**config.mk**
```make
export PLATFORM = sky130hd
export DESIGN_NAME = pwr_top
export DESIGN_NICKNAME = d
export VERILOG_FILES = /design/src/inc/pwr_pkg.sv /design/src/pwr_sync.sv /design/src/pwr_parity.sv /design/src/pwr_top.sv
export SDC_FILE = /design/constraint.sdc
export NUM_CORES = 1
export LEC_CHECK = 0
export CORE_MARGIN = 2
export CORE_UTILIZATION = 40
export CTS_BUF_LIST = sky130_fd_sc_hd__clkbuf_8
export CTS_CLUSTER_SIZE = 10
export DETAILED_ROUTE_END_ITERATION = 16
export DONT_BUFFER_PORTS = 1
export SYNTH_ARGS = -nofsm -noshare
export SYNTH_HDL_FRONTEND = slang
export SYNTH_SLANG_ARGS = --single-unit
```
**constraint.sdc**
```tcl
create_clock -name pclk -period 2.7 [get_ports pclk]
set_input_delay 0.135 -clock pclk [delete_from_list [all_inputs] [get_ports pclk]]
set_output_delay 0.135 -clock pclk [all_outputs]
set_load 0.01 [all_outputs]
```
**src/inc/pwr_pkg.sv**
```systemverilog
package pwr_pkg;
  localparam int WORD_W = 14;
  localparam int CLK_MHZ = 125;
  // power-up timer: 72 ms of pclk
  localparam int POWERUP_TIMER_MS = 72;
  localparam int POWERUP_TIMER_CYC = POWERUP_TIMER_MS * 1000 * CLK_MHZ;
  // oscillator start-up: 1024 periods, one period per pclk
  localparam int OST_TOSC = 1024;
  localparam int OST_CYC = OST_TOSC;
  // watchdog: 18 ms of its own oscillator
  localparam int WDT_MS = 18;
  localparam int WDT_OSC_KHZ = 1000;
  localparam int WDT_EDGES = WDT_MS * WDT_OSC_KHZ;
  localparam int WCNT_W = 24;
  localparam int PS_W = 7;
  // register indexes; byte address is four times the index
  localparam logic [15:0] IDX_STATUS = 16'h0003;
  localparam logic [15:0] IDX_POWER_CONTROL_STATUS_REG = 16'h000e;
  localparam logic [15:0] IDX_OPTION = 16'h0081;
  localparam logic [15:0] IDX_CONFIG = 16'h2007;
  // configuration fuse word fields
  localparam int CFG_PAR_EN = 7;
  localparam int CFG_BOR = 6;
  localparam int CFG_CP = 4;
  localparam int CFG_POWERUP_TIMER_ENABLE_FUSE = 3;
  localparam int CFG_WATCHDOG_ENABLE_FUSE = 2;
  localparam int CFG_FOSC = 0;
  // prescaler_and_pin_setup fields
  localparam int OPT_PSA = 3;
  localparam int OPT_PS = 0;
  // power_control_status_reg fields
  localparam int POWER_CONTROL_STATUS_REG_PAR_EN = 7;
  localparam int POWER_CONTROL_STATUS_REG_PER = 2;
  localparam int POWER_CONTROL_STATUS_REG_POR = 1;
  localparam int POWER_CONTROL_STATUS_REG_BOR = 0;
  // status register fields
  localparam int STAT_TO = 4;
  localparam int STAT_PD = 3;
  localparam logic [7:0] OPTION_RST = 8'hff;
  localparam logic [7:0] CFG_RST = 8'hff;

  typedef enum logic [1:0] {
    low_power_osc_mode = 2'b00,
    crystal_osc_mode = 2'b01,
    high_speed_osc_mode = 2'b10,
    resistor_capacitor_osc_mode = 2'b11
  } pwr_osc_t;

  typedef enum logic [2:0] {
    st_por = 3'b000,
    st_powerup_timer = 3'b001,
    st_ost = 3'b010,
    st_run = 3'b011,
    st_sleep = 3'b100,
    st_rst = 3'b101
  } pwr_state_t;

  typedef struct packed {
    logic valid;
    logic [WORD_W-1:0] word;
    logic [1:0] par;
  } pwr_fetch_t;

  typedef struct packed {
    logic clr_wdt;
    logic sleep;
  } pwr_cmd_t;
endpackage

```
**src/pwr_sync.sv**
```systemverilog
`timescale 1ns/1ns
module pwr_sync import pwr_pkg::*; #(
  parameter int W = 1
) (
  // clock and reset
  input wire logic clk,
  input wire logic rst_n,
  // asynchronous in, synchronised out
  input wire logic [W-1:0] d,
  output logic [W-1:0] q
);
  typedef struct packed {
    logic [W-1:0] q1;
    logic [W-1:0] q2;
  } pwr_sync_st_t;

  pwr_sync_st_t s_r;
  pwr_sync_st_t s_nxt;

  if (W < 1) begin : g_chk
    $error("pwr_sync: width must be positive");
  end

  always_comb begin
    s_nxt.q1 = d;
    s_nxt.q2 = s_r.q1;
  end

  always_ff @(posedge clk or negedge rst_n) begin
    if (!rst_n) begin
      // ones: power-on pin busy, fuses unprogrammed until sampled
      s_r <= '1;
    end else begin
      s_r <= s_nxt;
    end
  end

  assign q = s_r.q2;
endmodule

```
**src/pwr_parity.sv**
```systemverilog
`timescale 1ns/1ns
module pwr_parity import pwr_pkg::*; #(
  parameter int W = WORD_W
) (
  // program word and its stored pair
  input wire logic [W-1:0] word,
  input wire logic [1:0] par,
  // pair to store, and check result
  output logic [1:0] gen_par,
  output logic err
);
  logic even_x;
  logic odd_x;

  if (W < 2) begin : g_chk
    $error("pwr_parity: word needs at least two bits");
  end

  always_comb begin
    even_x = 1'b0;
    odd_x = 1'b0;
    for (int i = 0; i < W; i++) begin
      if (i % 2 == 0) begin
        even_x = even_x ^ word[i];
      end else begin
        odd_x = odd_x ^ word[i];
      end
    end
  end

  // bit 0 even parity over even bits, bit 1 odd parity over odd bits
  assign gen_par = {~odd_x, even_x};
  // even bit xor even bits, inverted odd bit xor odd bits
  assign err = (even_x ^ par[0]) | (odd_x ^ ~par[1]);
endmodule

```
**src/pwr_top.sv**
```systemverilog
// Behaviour
// - two parity bits per program word, even over even bits, odd over odd.
// - fetch check xors even bits with even bit, odd bits with inverted odd bit.
// - a parity error resets the device and clears the parity error flag.
// - only software or power-on reset sets the parity error flag; parity logic never does.
// - the failing address is neither stored nor reported.
// - fuse bit 7 zero disables parity checking, one enables it.
// - start-up waits follow oscillator mode, power-up timer fuse and cause.
// - the watchdog counts its own free-running oscillator, also in sleep.
// - a watchdog time-out outside sleep resets the device.
// - a watchdog time-out in sleep wakes the device instead.
// - watchdog enable fuse cleared disables the watchdog for good.
// - with no prescaler the watchdog times out after nominal 18 ms.
// - software may assign the prescaler to the watchdog, up to 1:128.
// - clear-watchdog or sleep clears counter and assigned prescaler.
// - a watchdog time-out clears the time-out status flag.
// - clear-watchdog zeroes the prescaler count, keeps its assignment.
// - power-up timer starts after power-on delay, start-up timer after it.
// - power-on reset sets the parity error flag to one.
`timescale 1ns/1ns
module pwr_top import pwr_pkg::*; #(
  parameter int POWERUP_TIMER_CYCLES = POWERUP_TIMER_CYC,
  parameter int OST_CYCLES = OST_CYC,
  parameter int WDT_TICKS = WDT_EDGES
) (
  // clock and reset
  input wire logic pclk,
  input wire logic presetn,
  // apb slave
  input wire logic psel,
  input wire logic penable,
  input wire logic pwrite,
  input wire logic [31:0] paddr,
  input wire logic [31:0] pwdata,
  output logic [31:0] prdata,
  output logic pready,
  output logic pslverr,
  // pins
  input wire logic por_pin,
  input wire logic bor_pin,
  input wire logic wdt_osc_pin,
  input wire logic [7:0] cfg_fuse_pin,
  // core fetch path and commands
  input wire pwr_fetch_t fetch,
  input wire pwr_cmd_t cmd,
  input wire logic [WORD_W-1:0] prog_word,
  output logic [1:0] prog_par,
  // reset network
  output logic core_reset,
  output logic wake,
  output logic sleeping
);
  typedef struct packed {
    pwr_state_t state;
    logic waking;
    logic [31:0] tmr;
    logic [PS_W-1:0] presc;
    logic [WCNT_W-1:0] wcnt;
    logic wosc_q;
    logic [7:0] cfg;
    logic [7:0] option;
    logic parity_error_reset_flag;
    logic por_f;
    logic bor_f;
    logic to_f;
    logic pd_f;
    logic [31:0] prdata;
    logic pready;
    logic pslverr;
    logic core_reset;
    logic wake;
    logic sleeping;
    logic [1:0] prog_par;
  } pwr_top_st_t;

  // parity error flag starts at one on power-on
  localparam pwr_top_st_t S_RST = '{
    state: st_por,
    cfg: CFG_RST,
    option: OPTION_RST,
    parity_error_reset_flag: 1'b1,
    to_f: 1'b1,
    pd_f: 1'b1,
    core_reset: 1'b1,
    default: '0
  };
  localparam logic [WCNT_W-1:0] WDT_TOP = WCNT_W'(WDT_TICKS - 1);
  localparam logic [31:0] POWERUP_TIMER_TOP = 32'(POWERUP_TIMER_CYCLES - 1);
  localparam logic [31:0] OST_TOP = 32'(OST_CYCLES - 1);

  if (POWERUP_TIMER_CYCLES < 1 || OST_CYCLES < 9 || WDT_TICKS < 1 || WDT_TICKS >= 2**WCNT_W)
  begin : g_chk
    $error("pwr_top: timer counts out of range");
  end

  function automatic logic [15:0] idx_of(input logic [31:0] a);
    return a[17:2];
  endfunction

  function automatic logic hit(input logic [31:0] a);
    logic [15:0] i;
    i = idx_of(a);
    return (a[1:0] == 2'b00) && (a[31:18] == '0) &&
      (i == IDX_STATUS || i == IDX_POWER_CONTROL_STATUS_REG || i == IDX_OPTION || i == IDX_CONFIG);
  endfunction

  function automatic logic is_rc(input logic [7:0] c);
    return pwr_osc_t'(c[CFG_FOSC +: 2]) == resistor_capacitor_osc_mode;
  endfunction

  function automatic logic powerup_timer_on(input logic [7:0] c);
    return ~c[CFG_POWERUP_TIMER_ENABLE_FUSE];
  endfunction

  pwr_top_st_t s;
  pwr_top_st_t n;
  logic [10:0] pins_s;
  logic por_s;
  logic bor_s;
  logic wosc_s;
  logic [7:0] cfg_s;
  logic perr;
  logic [1:0] gen_prog;
  logic acc;
  logic wr_opt;
  logic wr_power_control_status_reg;
  logic prescaler_assign_select;
  logic [PS_W-1:0] ps_top;
  logic wdt_edge;
  logic wdt_on;
  logic wdt_tick;
  logic wdt_to;
  logic clr;
  logic par_hit;
  logic bor_hit;

  // watchdog oscillator arrives as its own pin, free of pclk gating
  pwr_sync #(.W(11)) u_sync (
    .clk(pclk),
    .rst_n(presetn),
    .d({cfg_fuse_pin, wdt_osc_pin, bor_pin, por_pin}),
    .q(pins_s)
  );
  assign {cfg_s, wosc_s, bor_s, por_s} = pins_s;

  pwr_parity #(.W(WORD_W)) u_chk (
    .word(fetch.word),
    .par(fetch.par),
    .gen_par(),
    .err(perr)
  );

  pwr_parity #(.W(WORD_W)) u_gen (
    .word(prog_word),
    .par(2'b00),
    .gen_par(gen_prog),
    .err()
  );

  assign acc = psel & penable & s.pready & pwrite & hit(paddr);
  assign wr_opt = acc & (idx_of(paddr) == IDX_OPTION);
  assign wr_power_control_status_reg = acc & (idx_of(paddr) == IDX_POWER_CONTROL_STATUS_REG);

  assign prescaler_assign_select = s.option[OPT_PSA];
  assign ps_top = PS_W'((8'd1 << s.option[OPT_PS +: 3]) - 8'd1);
  assign wdt_edge = wosc_s & ~s.wosc_q;
  assign wdt_on = s.cfg[CFG_WATCHDOG_ENABLE_FUSE] & (s.state == st_run || s.state == st_sleep);
  assign wdt_tick = wdt_edge & (~prescaler_assign_select | (s.presc == ps_top));
  assign wdt_to = wdt_on & wdt_tick & (s.wcnt == WDT_TOP);
  assign clr = (cmd.clr_wdt | cmd.sleep) & (s.state == st_run);
  // only the flag is kept, no failing address
  assign par_hit = fetch.valid & s.cfg[CFG_PAR_EN] & perr & (s.state == st_run);
  assign bor_hit = bor_s & s.cfg[CFG_BOR] & (s.state != st_por);

  always_comb begin
    n = s;
    n.wake = 1'b0;
    n.prog_par = gen_prog;
    n.pready = psel & ~penable;
    n.pslverr = 1'b0;
    if (psel & ~penable) begin
      n.pslverr = ~hit(paddr);
      n.prdata = '0;
      unique case (hit(paddr) ? idx_of(paddr) : 16'hffff)
        IDX_STATUS: begin
          n.prdata[STAT_TO] = s.to_f;
          n.prdata[STAT_PD] = s.pd_f;
        end
        IDX_POWER_CONTROL_STATUS_REG: begin
          n.prdata[POWER_CONTROL_STATUS_REG_PAR_EN] = s.cfg[CFG_PAR_EN];
          n.prdata[POWER_CONTROL_STATUS_REG_PER] = s.parity_error_reset_flag;
          n.prdata[POWER_CONTROL_STATUS_REG_POR] = s.por_f;
          n.prdata[POWER_CONTROL_STATUS_REG_BOR] = s.bor_f;
        end
        IDX_OPTION: n.prdata[7:0] = s.option;
        IDX_CONFIG: n.prdata[7:0] = s.cfg;
        default: n.prdata = '0;
      endcase
    end
    if (wr_opt) begin
      n.option = pwdata[7:0];
    end
    // software and power-on reset are the only setters of the parity error flag
    if (wr_power_control_status_reg) begin
      n.parity_error_reset_flag = pwdata[POWER_CONTROL_STATUS_REG_PER];
      n.por_f = pwdata[POWER_CONTROL_STATUS_REG_POR];
      n.bor_f = pwdata[POWER_CONTROL_STATUS_REG_BOR];
    end
    // watchdog divider and counter
    n.wosc_q = wosc_s;
    if (wdt_edge & prescaler_assign_select) begin
      n.presc = (s.presc == ps_top) ? '0 : s.presc + 1'b1;
    end
    if (wdt_tick) begin
      n.wcnt = wdt_to ? '0 : s.wcnt + 1'b1;
    end
    // prescaler count cleared, assignment bit untouched
    if (clr | ~wdt_on) begin
      n.wcnt = '0;
      if (prescaler_assign_select) begin
        n.presc = '0;
      end
    end
    if (clr) begin
      n.to_f = 1'b1;
      n.pd_f = ~cmd.sleep;
    end
    // cleared on time-out and left clear through the reset
    if (wdt_to) begin
      n.to_f = 1'b0;
    end
    // start-up and reset sequencing
    n.tmr = s.tmr + 32'd1;
    unique case (s.state)
      st_por: begin
        n.cfg = cfg_s;
        n.tmr = '0;
        if (!por_s) begin
          // power-up timer only after the power-on delay
          if (powerup_timer_on(cfg_s)) begin
            n.state = st_powerup_timer;
          end else if (is_rc(cfg_s)) begin
            n.state = st_run;
          end else begin
            n.state = st_ost;
          end
        end
      end
      st_powerup_timer: begin
        if (s.tmr == POWERUP_TIMER_TOP) begin
          n.tmr = '0;
          n.state = is_rc(s.cfg) ? st_run : st_ost;
        end
      end
      st_ost: begin
        if (s.tmr == OST_TOP) begin
          n.state = st_run;
          n.wake = s.waking;
          n.waking = 1'b0;
        end
      end
      st_run: begin
        // parity reset wins over the fetched instruction
        if (par_hit) begin
          n.state = st_rst;
          n.parity_error_reset_flag = 1'b0;
        end else if (wdt_to) begin
          n.state = st_rst;
        end else if (cmd.sleep) begin
          n.state = st_sleep;
        end
      end
      st_sleep: begin
        if (wdt_to) begin
          n.tmr = '0;
          // wake instead of reset
          if (is_rc(s.cfg)) begin
            n.state = st_run;
            n.wake = 1'b1;
          end else begin
            n.state = st_ost;
            n.waking = 1'b1;
          end
        end
      end
      st_rst: n.state = st_run;
      default: n.state = st_por;
    endcase
    // brown-out always runs the power-up timer
    if (bor_hit) begin
      n.state = st_powerup_timer;
      n.tmr = '0;
      n.bor_f = 1'b0;
      n.waking = 1'b0;
      n.wake = 1'b0;
    end
    n.core_reset = !(n.state == st_run || n.state == st_sleep);
    n.sleeping = (n.state == st_sleep);
  end

  always_ff @(posedge pclk or negedge presetn) begin
    if (!presetn) begin
      s <= S_RST;
    end else begin
      s <= n;
    end
  end

  assign prdata = s.prdata;
  assign pready = s.pready;
  assign pslverr = s.pslverr;
  assign prog_par = s.prog_par;
  assign core_reset = s.core_reset;
  assign wake = s.wake;
  assign sleeping = s.sleeping;
endmodule

```
==> results of run 1 <==
routing by layer:
metal | GRT usage | wire length [um] | vias up
met5 | 0 | 0 | -
met4 | 0.08092 | 294 | 0
met3 | 0.04244 | 762 | 22
met2 | 0.2804 | 6993 | 182
met1 | 0.2107 | 6272 | 2394
li1 | - | - | 2330
final cells by class:
type                    instances  share of cell area
multi-input cells             492              0.4038
repair buffers                 50             0.06713
clock buffers                  22             0.04031
well taps                     216             0.03598
clock inverters                10             0.01599
flip-flops and latches        126              0.4268
inverters                      20            0.009995
path summary, 6_finish.rpt:
path / start / endpoint / cells after the start / slack (ns)
hold reg to reg: u_sync.s_nxt[2]$_DFF_PN1_ / u_sync.q[2]$_DFF_PN1_ / 0 / 0.36
min in group pclk: prog_word[9] / prog_par[1]$_DFF_PN0_ / 3 / 0.03
setup reg to reg: s[45]$_DFFE_PN1P_ / core_reset$_DFF_PN1_ / 7 / 0.11
max in group asynchronous: presetn / u_sync.q[4]$_DFF_PN1_ / 0 / 3.01
setup / recovery: s[45]$_DFFE_PN1P_ / core_reset$_DFF_PN1_ / 7 / 0.11
hold / removal: presetn / prog_par[1]$_DFF_PN0_ / 0 / -0.61
what timing repair did:
item,in CTS,in global routing
hold endpoints to repair,160,126
setup buffers,0,3
gates resized for setup,0,8
setup endpoints to repair,0,54
power by group:
| part | leakage [nW] | switching, mW | internal (mW) |
|---|---|---|---|
| logic | 1.31 | 0.517 | 0.414 |
| registers | 1.59 | 0.146 | 2.10 |
| clock network | 0.234 | 0.708 | 1.02 |
| total | 3.13 | 1.37 | 3.53 |
worst max-delay path, cell delays in order, from the launching register on:
cell and delay, ns:
dfstp_2 0.54, nor2_2 0.04, or4b_4 0.48, a32o_2 0.33, or4b_4 0.59, o311ai_0 0.12
nand2_1 0.13, mux2_2 0.28
state kept, by name, indices dropped and copies added, names as in the netlist, named ones only:
name and flops:
prog_par 2, prescaler_assign_select 1, s 81, pslverr 1
prdata 8, wake 1, u_sync.q 11, core_reset 1
u_sync.s_nxt 11, sleeping 1, pready 1
through the flow:
stage	utilization	hold slack [ns]	cell area (um^2)	worst slack [ns]
2_1_floorplan	-	-0.1606	6609	0.1612
3_3_place_gp	0.4221	-0.1543	6705	0.06783
3_5_place_dp	0.4221	-0.1552	6705	0.05620
4_1_cts	0.4664	-0.6452	7408	0.01592
5_1_grt	0.4728	-0.6531	7511	0.02723
6_report	0.4728	-0.6100	7511	0.1101
cells by family (layout without fill, tap and decap cells):
group | after synthesis | in the layout | share of synthesized area
xor+xnor | 85 | 85 | 0.1141
compound gates | 70 | 70 | 0.07270
simple gates | 298 | 298 | 0.2308
other cells | 1 | 24 | 0.0005749
fa+ha+maj | 3 | 3 | 0.005755
mux | 12 | 12 | 0.02033
flops | 126 | 126 | 0.4915
buf+inv | 71 | 102 | 0.06426
cell usage in the layout (no fill, tap or decap), types with 10 or more instances in the layout:
| master | synthesis | routed |
|---|---|---|
| mux2_2 | 10 | 10 |
| o21ai_0 | 18 | 18 |
| a21oi_1 | 10 | 10 |
| nand4_1 | 19 | 19 |
| xor2_1 | 45 | 45 |
| nand2_1 | 71 | 71 |
| inv_1 | 20 | 24 |
| nor4_1 | 18 | 16 |
| xnor2_1 | 40 | 40 |
| conb_1 | 1 | 24 |
| clkbuf_8 | 0 | 22 |
| nor2_1 | 81 | 81 |
| and3_1 | 16 | 16 |
| buf_4 | 36 | 17 |
| dfstp_2 | 42 | 42 |
| nor3_1 | 12 | 11 |
| dfrtp_1 | 84 | 84 |
| dlygate4sd3_1 | 0 | 28 |
| nand3_1 | 34 | 34 |
==> metrics.yaml, run 1 <==
status:
  status: "complete, but fails checks"
  violations: "negative hold slack"
power:
  p_per_area_nw_per_um2: 653.1
  vdd_drop_max_mv: 0.3851
  power_leakage_nw: 3.129
  finalPower_mw: 4.905
global_route:
  globalRouteOverflowTotal: 0
  grt_pass1_wl_um: 23870
  grt_usage: 0.1707
  grt_max_degree: 127
  first_global_vias: 5001
  antenna_found_initial: 0
yosys:
  synth-seq-cells: 126
  synth_common_cells: "dfrtp_1 (84), nor2_1 (81), nand2_1 (71), xor2_1 (45), dfstp_2 (42)"
  yosysWarnings: 0
  synth.most_common_cell: "dfrtp_1"
  yosys.area.top_type: "dfrtp_1"
  synth_edf_count: 0
  synth.distinct_cells: 62
  yosysSeqAreaShare: 0.4915
  syn_inst: 666
  avgSynthCellArea_um2: 9.794
  syn_area_um2: 6523
  synthTopCellsByArea: "dfrtp_1 (32%), dfstp_2 (17%), xor2_1 (6.0%), xnor2_1 (5.4%), nor2_1 (4.7%)"
  synth_top_area_share: 0.3223
  synth_ff_type: "dfrtp_1"
  async_flop_share: 1.000
layout:
  fill_cells: 1509
  syn2layout_area_growth_pct: 15.15
  multi_input_area_um2: 3033
  antenna_cells: 0
  nets: 823
  instances_no_fill: 936
  final_layout_size_suffix_gt1_frac: 0.1681
  seq_area_um2: 3206
clock_tree:
  hold_buffers: 28
  cts_root_buf: "clkbuf_8"
  htree_levels: 4
  clock_path_buffers: 2
  clock_latency_ns: 0.44
  clk_pin_slew_ns: 0.07
  cts_inserted_buffers: 17
  cts_tree: "built"
  clock-sinks: 126
timing:
  tightest_slew_ns: 0.7799
  setup_viol_count_final: 0
  tns_ns: 0
  finalCritPeriodShare: 0.9592
  fmax_mhz: 386.1
  rsz0062_at_grt: "false"
  fin_hold_ws_ns: -0.6100
  period_minus_slack_ns: 2.590
  finalHoldViolations: 126
  fin_skew_ns: 0.01163
  slew_headroom: 0.4761
  maxSlewViolCount: 0
worst_setup_path:
  cp_data_required_time_ns: 3.07
  cp-end-kind: "flip-flop"
  critPathKind: "reg -> reg"
  crit_fanout: 6
  arrival_ns: 2.96
  startpoint_type: "flip-flop"
die:
  io_pins: 152
  initial_core_util: 0.4106
  core_area_um2: 15890
  rows: 46
  die_x_um: 131.7
  die-area_um2: 17340
  fp.dieH_um: 131.7
min_path:
  hold_path_class: "in -> async"
drt:
  drt_iter0_markers: 341
  drt_pass1_iterations: 5
  vias: 4928
  wl_um: 14320
  viasPerCell: 5.265
  drt.antenna.violating_nets: 0
  wl_per_cell_um: 15.30
  drc_errors: 0
placement:
  io_buffers: 0
  dp_cells: 871
  dp_hpwl_um: 9957
  gp_congestion: 0.8787
run:
  cap_viol_max_count: 0
Power figures use the tool's default switching activity.
==> run 2, diff against run 1 <==
--- a/config.mk
+++ b/config.mk
@@ -6,5 +6,4 @@
 export NUM_CORES = 1
 export LEC_CHECK = 0
-export CORE_MARGIN = 2
 export CORE_UTILIZATION = 40
 export CTS_BUF_LIST = sky130_fd_sc_hd__clkbuf_8
==> constraint.sdc (replaced) <==
create_clock -name pclk -period 2.7 [get_ports pclk]
set_input_delay 0.27 -clock pclk [delete_from_list [all_inputs] [get_ports pclk]]
set_output_delay 0.27 -clock pclk [all_outputs]
set_load 0.01 [all_outputs]
==> run 2 against run 1 <==
Largest power group unchanged. Combinational power up 0.8%. Maximum frequency down 0.95%. Flip-flop and latch count unchanged. Critical path depth up 1. Register-to-register slack worse by 0.02 ns. Clock skew up 0.0027 ns. The flow still finishes with violations (negative hold slack). Via count down 0.49%. Clock-buffer cell count unchanged. Hold slack better by 0.13 ns. Final cell count down 0.32%. Setup slack worse by 0.025 ns.
==> metrics.yaml, run 2 (synthesized netlist as in run 1, its figures left out) <==
layout:
  final_common_cell: "dfrtp_1"
  nets: 820
  layout_common_cells: "dfrtp_1 (82), nor2_1 (81), nand2_1 (71)"
  regMostFlops: "s"
  final_layout_size_suffix_gt1_frac: 0.1785
  syn2layout_area_growth_pct: 14.16
  largest_reg_flops: 81
  fill_cells: 1494
  antenna_cells: 0
timing:
  fin_skew_ns: 0.01432
  slew_headroom: 0.4605
  tns_ns: 0
  fin_hold_ws_ns: -0.4768
  maxSlewViolCount: 0
  tightest_slew_ns: 0.8031
  fmax_mhz: 382.4
  setup_ws_ns: 0.08517
  finalCritPeriodShare: 0.9685
  setup_viol_count_final: 0
  period_minus_slack_ns: 2.615
  finalHoldViolations: 126
global_route:
  grt_max_degree: 127
  grt_usage: 0.1770
  first_global_vias: 4890
  antenna_found_initial: 0
  globalRouteOverflowTotal: 0
  grt_pass1_wl_um: 23050
clock_tree:
  hold_buffers: 21
  cts_tree: "built"
  clk_pin_slew_ns: 0.07
  cts_inserted_buffers: 17
  clock-sinks: 126
  clock_latency_ns: 0.45
  cts_root_buf: "clkbuf_8"
  clock_path_buffers: 2
  htree_levels: 4
worst_setup_path:
  cp-end-kind: "flip-flop"
  rrSetupSlack_ns: 0.09
  arrival_ns: 2.98
  r2r-start: "s[45]$_DFFE_PN1P_"
  rr_worst_depth: 8
  crit_buf_inv: 1
  critPathKind: "reg -> reg"
  crit_slowest_cell: "dfstp_2"
  critical_path.top_delay_family: "simple AND/OR/NAND/NOR gates"
  r2r-end: "core_reset$_DFF_PN1_"
  cpPeakStageDelay_ns: 0.54
  cp_data_required_time_ns: 3.07
  path_depth: 8
  crit_fanout: 6
  startpoint_type: "flip-flop"
  path_cells: "nor2_2 -> or4b_4 -> a32o_2 -> nor4b_4 -> buf_4 -> o31ai_1 -> a21o_1 -> mux2_2"
status:
  status: "complete, but fails checks"
  violations: "negative hold slack"
drt:
  vias: 4904
  drt_pass1_iterations: 4
  wl_um: 14070
  viasPerCell: 5.256
  drt.antenna.violating_nets: 0
  drt_iter0_markers: 292
  wl_per_cell_um: 15.08
  drc_errors: 0
die:
  die-area_um2: 16820
  io_pins: 152
  initial_core_util: 0.4106
  core_area_um2: 15890
  fp.dieH_um: 129.7
  die_x_um: 129.7
  rows: 46
placement:
  gp_congestion: 0.8195
  io_buffers: 0
  place_ws_ns: -0.02090
  dp_hpwl_um: 9671
power:
  vdd_drop_max_mv: 0.3217
  power_leakage_nw: 3.096
  finalPower_mw: 4.822
  p_per_area_nw_per_um2: 647.7
run:
  cap_viol_max_count: 0
min_path:
  hold_path_class: "in -> async"
-- run 2: layout make-up --
type / instances / area, um^2 / area share
Sequential cell: 126 / 3208 / 0.4309
Multi-Input combinational cell: 492 / 3040 / 0.4083
Inverter: 20 / 75.07 / 0.01008
Timing Repair Buffer: 47 / 451.7 / 0.06066
Tap cell: 216 / 270.3 / 0.03630
Clock inverter: 10 / 97.59 / 0.01311
Clock buffer: 22 / 302.8 / 0.04067
-- run 2: where the power goes --
group          switching (mW)  leakage, nW  internal [mW]
logic                   0.528         1.29          0.410
clock network           0.727        0.220          0.925
registers               0.132         1.58           2.10
-- run 2: per-stage QoR --
step	util	area, um^2	cells
after global placement	0.4223	6708	873
after global routing	0.4687	7446	933
after detailed placement	0.4223	6708	873
after CTS	0.4612	7326	926
after floorplan	-	6609	689
final	0.4687	7446	933
-- run 2: how the worst max path moves through the flow --
stage / slack (ns) / start / to
2_1_floorplan: 0.16 / s[45]$_DFFE_PN1P_ / wake$_DFF_PN0_
3_5_place_dp: -0.02 / s[78]$_DFFE_PN0P_ / s[118]$_DFF_PN0_
4_1_cts: 0.03 / s[54]$_DFFE_PN1P_ / s[102]$_DFF_PN0_
6_report: 0.09 / s[45]$_DFFE_PN1P_ / core_reset$_DFF_PN1_
5_1_grt: -0.004 / s[45]$_DFFE_PN1P_ / core_reset$_DFF_PN1_
3_3_place_gp: 0.07 / s[78]$_DFFE_PN0P_ / s[114]$_DFF_PN0_
-- run 2: what timing repair did --
item                                    4_1_cts  5_1_grt
endpoints found under the hold margin       149      126
resized for setup                             2        9
pin swaps                                     0        5
buffers inserted                              0        5
gates cloned                                  0        2
endpoints found under the setup margin       34       40
-- run 2: per-layer routing --
layer,global-route usage,part of all wire
met5,0,0
met4,0.08071,0.020
met3,0.04100,0.052
met2,0.2957,0.49
met1,0.2182,0.44
==> run 3, diff against run 2 <==
- PLACE_DENSITY: unset -> 0.57
==> run 3 against run 2 <==
The run still ends with negative hold slack left. Flip-flop and latch count is the same. Core utilization shrank 0.25 points. Sequential share of layout area up 0.20 points. Clock-buffer cell count fell by 4. Non-clock buffer count shrank 4. First-iteration DRC count is 22% lower. Cell area decreased by 0.54%. Clock skew down 0.0051 ns. Setup slack gained 0.022 ns. Total power is 0.35% higher. Largest cell class unchanged. Largest power group unchanged.
==> metrics.yaml, run 3 (synthesized netlist as in run 1, its figures left out) <==
status:
  status: "complete, but fails checks"
  violations: "negative hold slack"
worst_setup_path:
  cp-end-kind: "flip-flop"
  crit_fanout: 6
  path_cells: "nor2_2 -> or4b_4 -> a32o_2 -> or4b_4 -> o311ai_0 -> nand2_1 -> mux2_2"
  cp_data_required_time_ns: 3.07
  rr_worst_depth: 7
  r2r-start: "s[45]$_DFFE_PN1P_"
  crit_slowest_cell: "or4b_4"
  r2r-end: "core_reset$_DFF_PN1_"
  cpPeakStageDelay_ns: 0.59
  critical_path.top_delay_family: "simple AND/OR/NAND/NOR gates"
  startpoint_type: "flip-flop"
  crit_path_frequent_cell: "or4b_4"
  crit_buf_inv: 0
  critPathKind: "reg -> reg"
  rrSetupSlack_ns: 0.11
  arrival_ns: 2.96
layout:
  antenna_cells: 0
  regMostFlops: "s"
  nets: 816
  fill_cells: 1529
  syn2layout_area_growth_pct: 13.54
  layout_common_cells: "dfrtp_1 (84), nor2_1 (81), nand2_1 (71)"
  multi_input_area_um2: 3013
  largest_reg_flops: 81
  final_common_cell: "dfrtp_1"
  seq_area_um2: 3206
  final_layout_size_suffix_gt1_frac: 0.1711
die:
  die-area_um2: 16820
  fp.dieH_um: 129.7
  initial_core_util: 0.4106
  rows: 46
  die_x_um: 129.7
  core_area_um2: 15890
  io_pins: 152
global_route:
  grt_max_degree: 127
  first_global_vias: 4779
  antenna_found_initial: 0
  grt_usage: 0.1755
  globalRouteOverflowTotal: 0
  grt_pass1_wl_um: 22780
timing:
  rsz0062_at_grt: "false"
  period_minus_slack_ns: 2.593
  fin_hold_ws_ns: -0.4818
  tns_ns: 0
  finalCritPeriodShare: 0.9605
  finalHoldViolations: 126
  slew_headroom: 0.4170
  setup_viol_count_final: 0
  fin_skew_ns: 0.009243
  fmax_mhz: 385.6
  tightest_slew_ns: 0.8679
  maxSlewViolCount: 0
drt:
  vias: 4798
  viasPerCell: 5.165
  drc_errors: 0
  wl_per_cell_um: 14.59
  drt_pass1_iterations: 4
  drt_iter0_markers: 229
  drt.antenna.violating_nets: 0
  wl_um: 13560
placement:
  gp_congestion: 0.8313
  dp_hpwl_um: 9449
  io_buffers: 0
run:
  cap_viol_max_count: 0
power:
  power_leakage_nw: 3.056
  p_per_area_nw_per_um2: 653.4
  vdd_drop_max_mv: 0.3521
min_path:
  hold_path_class: "in -> async"
clock_tree:
  hold_buffers: 21
  clock-sinks: 126
  cts_tree: "built"
  htree_levels: 4
  cts_inserted_buffers: 17
  clock_path_buffers: 2
  clock_latency_ns: 0.45
  clk_pin_slew_ns: 0.08
  cts_root_buf: "clkbuf_8"
## run 3: area by class of cell
type | instances | share of cell area
clock buffer | 18 | 0.03345
clock inverter | 14 | 0.02619
inverter | 20 | 0.01014
multi-input combinational | 492 | 0.4068
sequential | 126 | 0.4328
tap | 216 | 0.03649
timing repair buffer | 43 | 0.05406
## run 3: worst max path at each step
stage	startpoint	to	slack (ns)	cells after the start
2_1_floorplan	s[45]$_DFFE_PN1P_	wake$_DFF_PN0_	0.16	7
3_3_place_gp	s[78]$_DFFE_PN0P_	s[112]$_DFF_PN0_	0.06	9
3_5_place_dp	s[78]$_DFFE_PN0P_	s[113]$_DFF_PN0_	0.01	9
4_1_cts	s[78]$_DFFE_PN0P_	core_reset$_DFF_PN1_	0.03	8
5_1_grt	s[73]$_DFFE_PN0P_	core_reset$_DFF_PN1_	0.02	8
6_report	s[45]$_DFFE_PN1P_	core_reset$_DFF_PN1_	0.11	7
## run 3: per-stage QoR
| stage | cells | power (mW) | setup WS, ns | instance area, um^2 | util |
|---|---|---|---|---|---|
| after floorplan | 689 | 2.838 | 0.1612 | 6609 | - |
| final | 929 | 4.839 | 0.1068 | 7406 | 0.4662 |
| after detailed placement | 875 | 3.041 | 0.01474 | 6723 | 0.4232 |
| after CTS | 929 | 4.907 | 0.02591 | 7382 | 0.4647 |
| after global placement | 875 | 3.028 | 0.05808 | 6723 | 0.4232 |
| after global routing | 929 | 5.116 | 0.02333 | 7406 | 0.4662 |
## run 3: worst register-to-register path: stages, from the launching register on
cell and delay [ns]:
dfstp_2 0.55, nor2_2 0.05, or4b_4 0.48, a32o_2 0.33
or4b_4 0.59, o311ai_0 0.11, nand2_1 0.13, mux2_2 0.29
## run 3: layer usage
metal | vias up | global-route usage | routed length (um)
li1 | 2310 | - | -
met1 | 2337 | 0.2109 | 6039
met2 | 129 | 0.3001 | 6662
met3 | 22 | 0.04264 | 590
met4 | 0 | 0.07524 | 265
met5 | - | 0 | 0
## run 3: timing repair
action | 4_1_cts | 5_1_grt
pin swaps | 0 | 2
endpoints found under the setup margin | 14 | 40
buffers inserted | 1 | 0
gates resized for setup | 0 | 5
hold endpoints to repair | 148 | 126
## run 3: power breakdown
part / switching, mW / internal [mW] / leakage (nW)
logic: 0.477 / 0.336 / 1.26
clock network: 0.769 / 1.03 / 0.212
registers: 0.129 / 2.10 / 1.59
total: 1.37 / 3.46 / 3.06
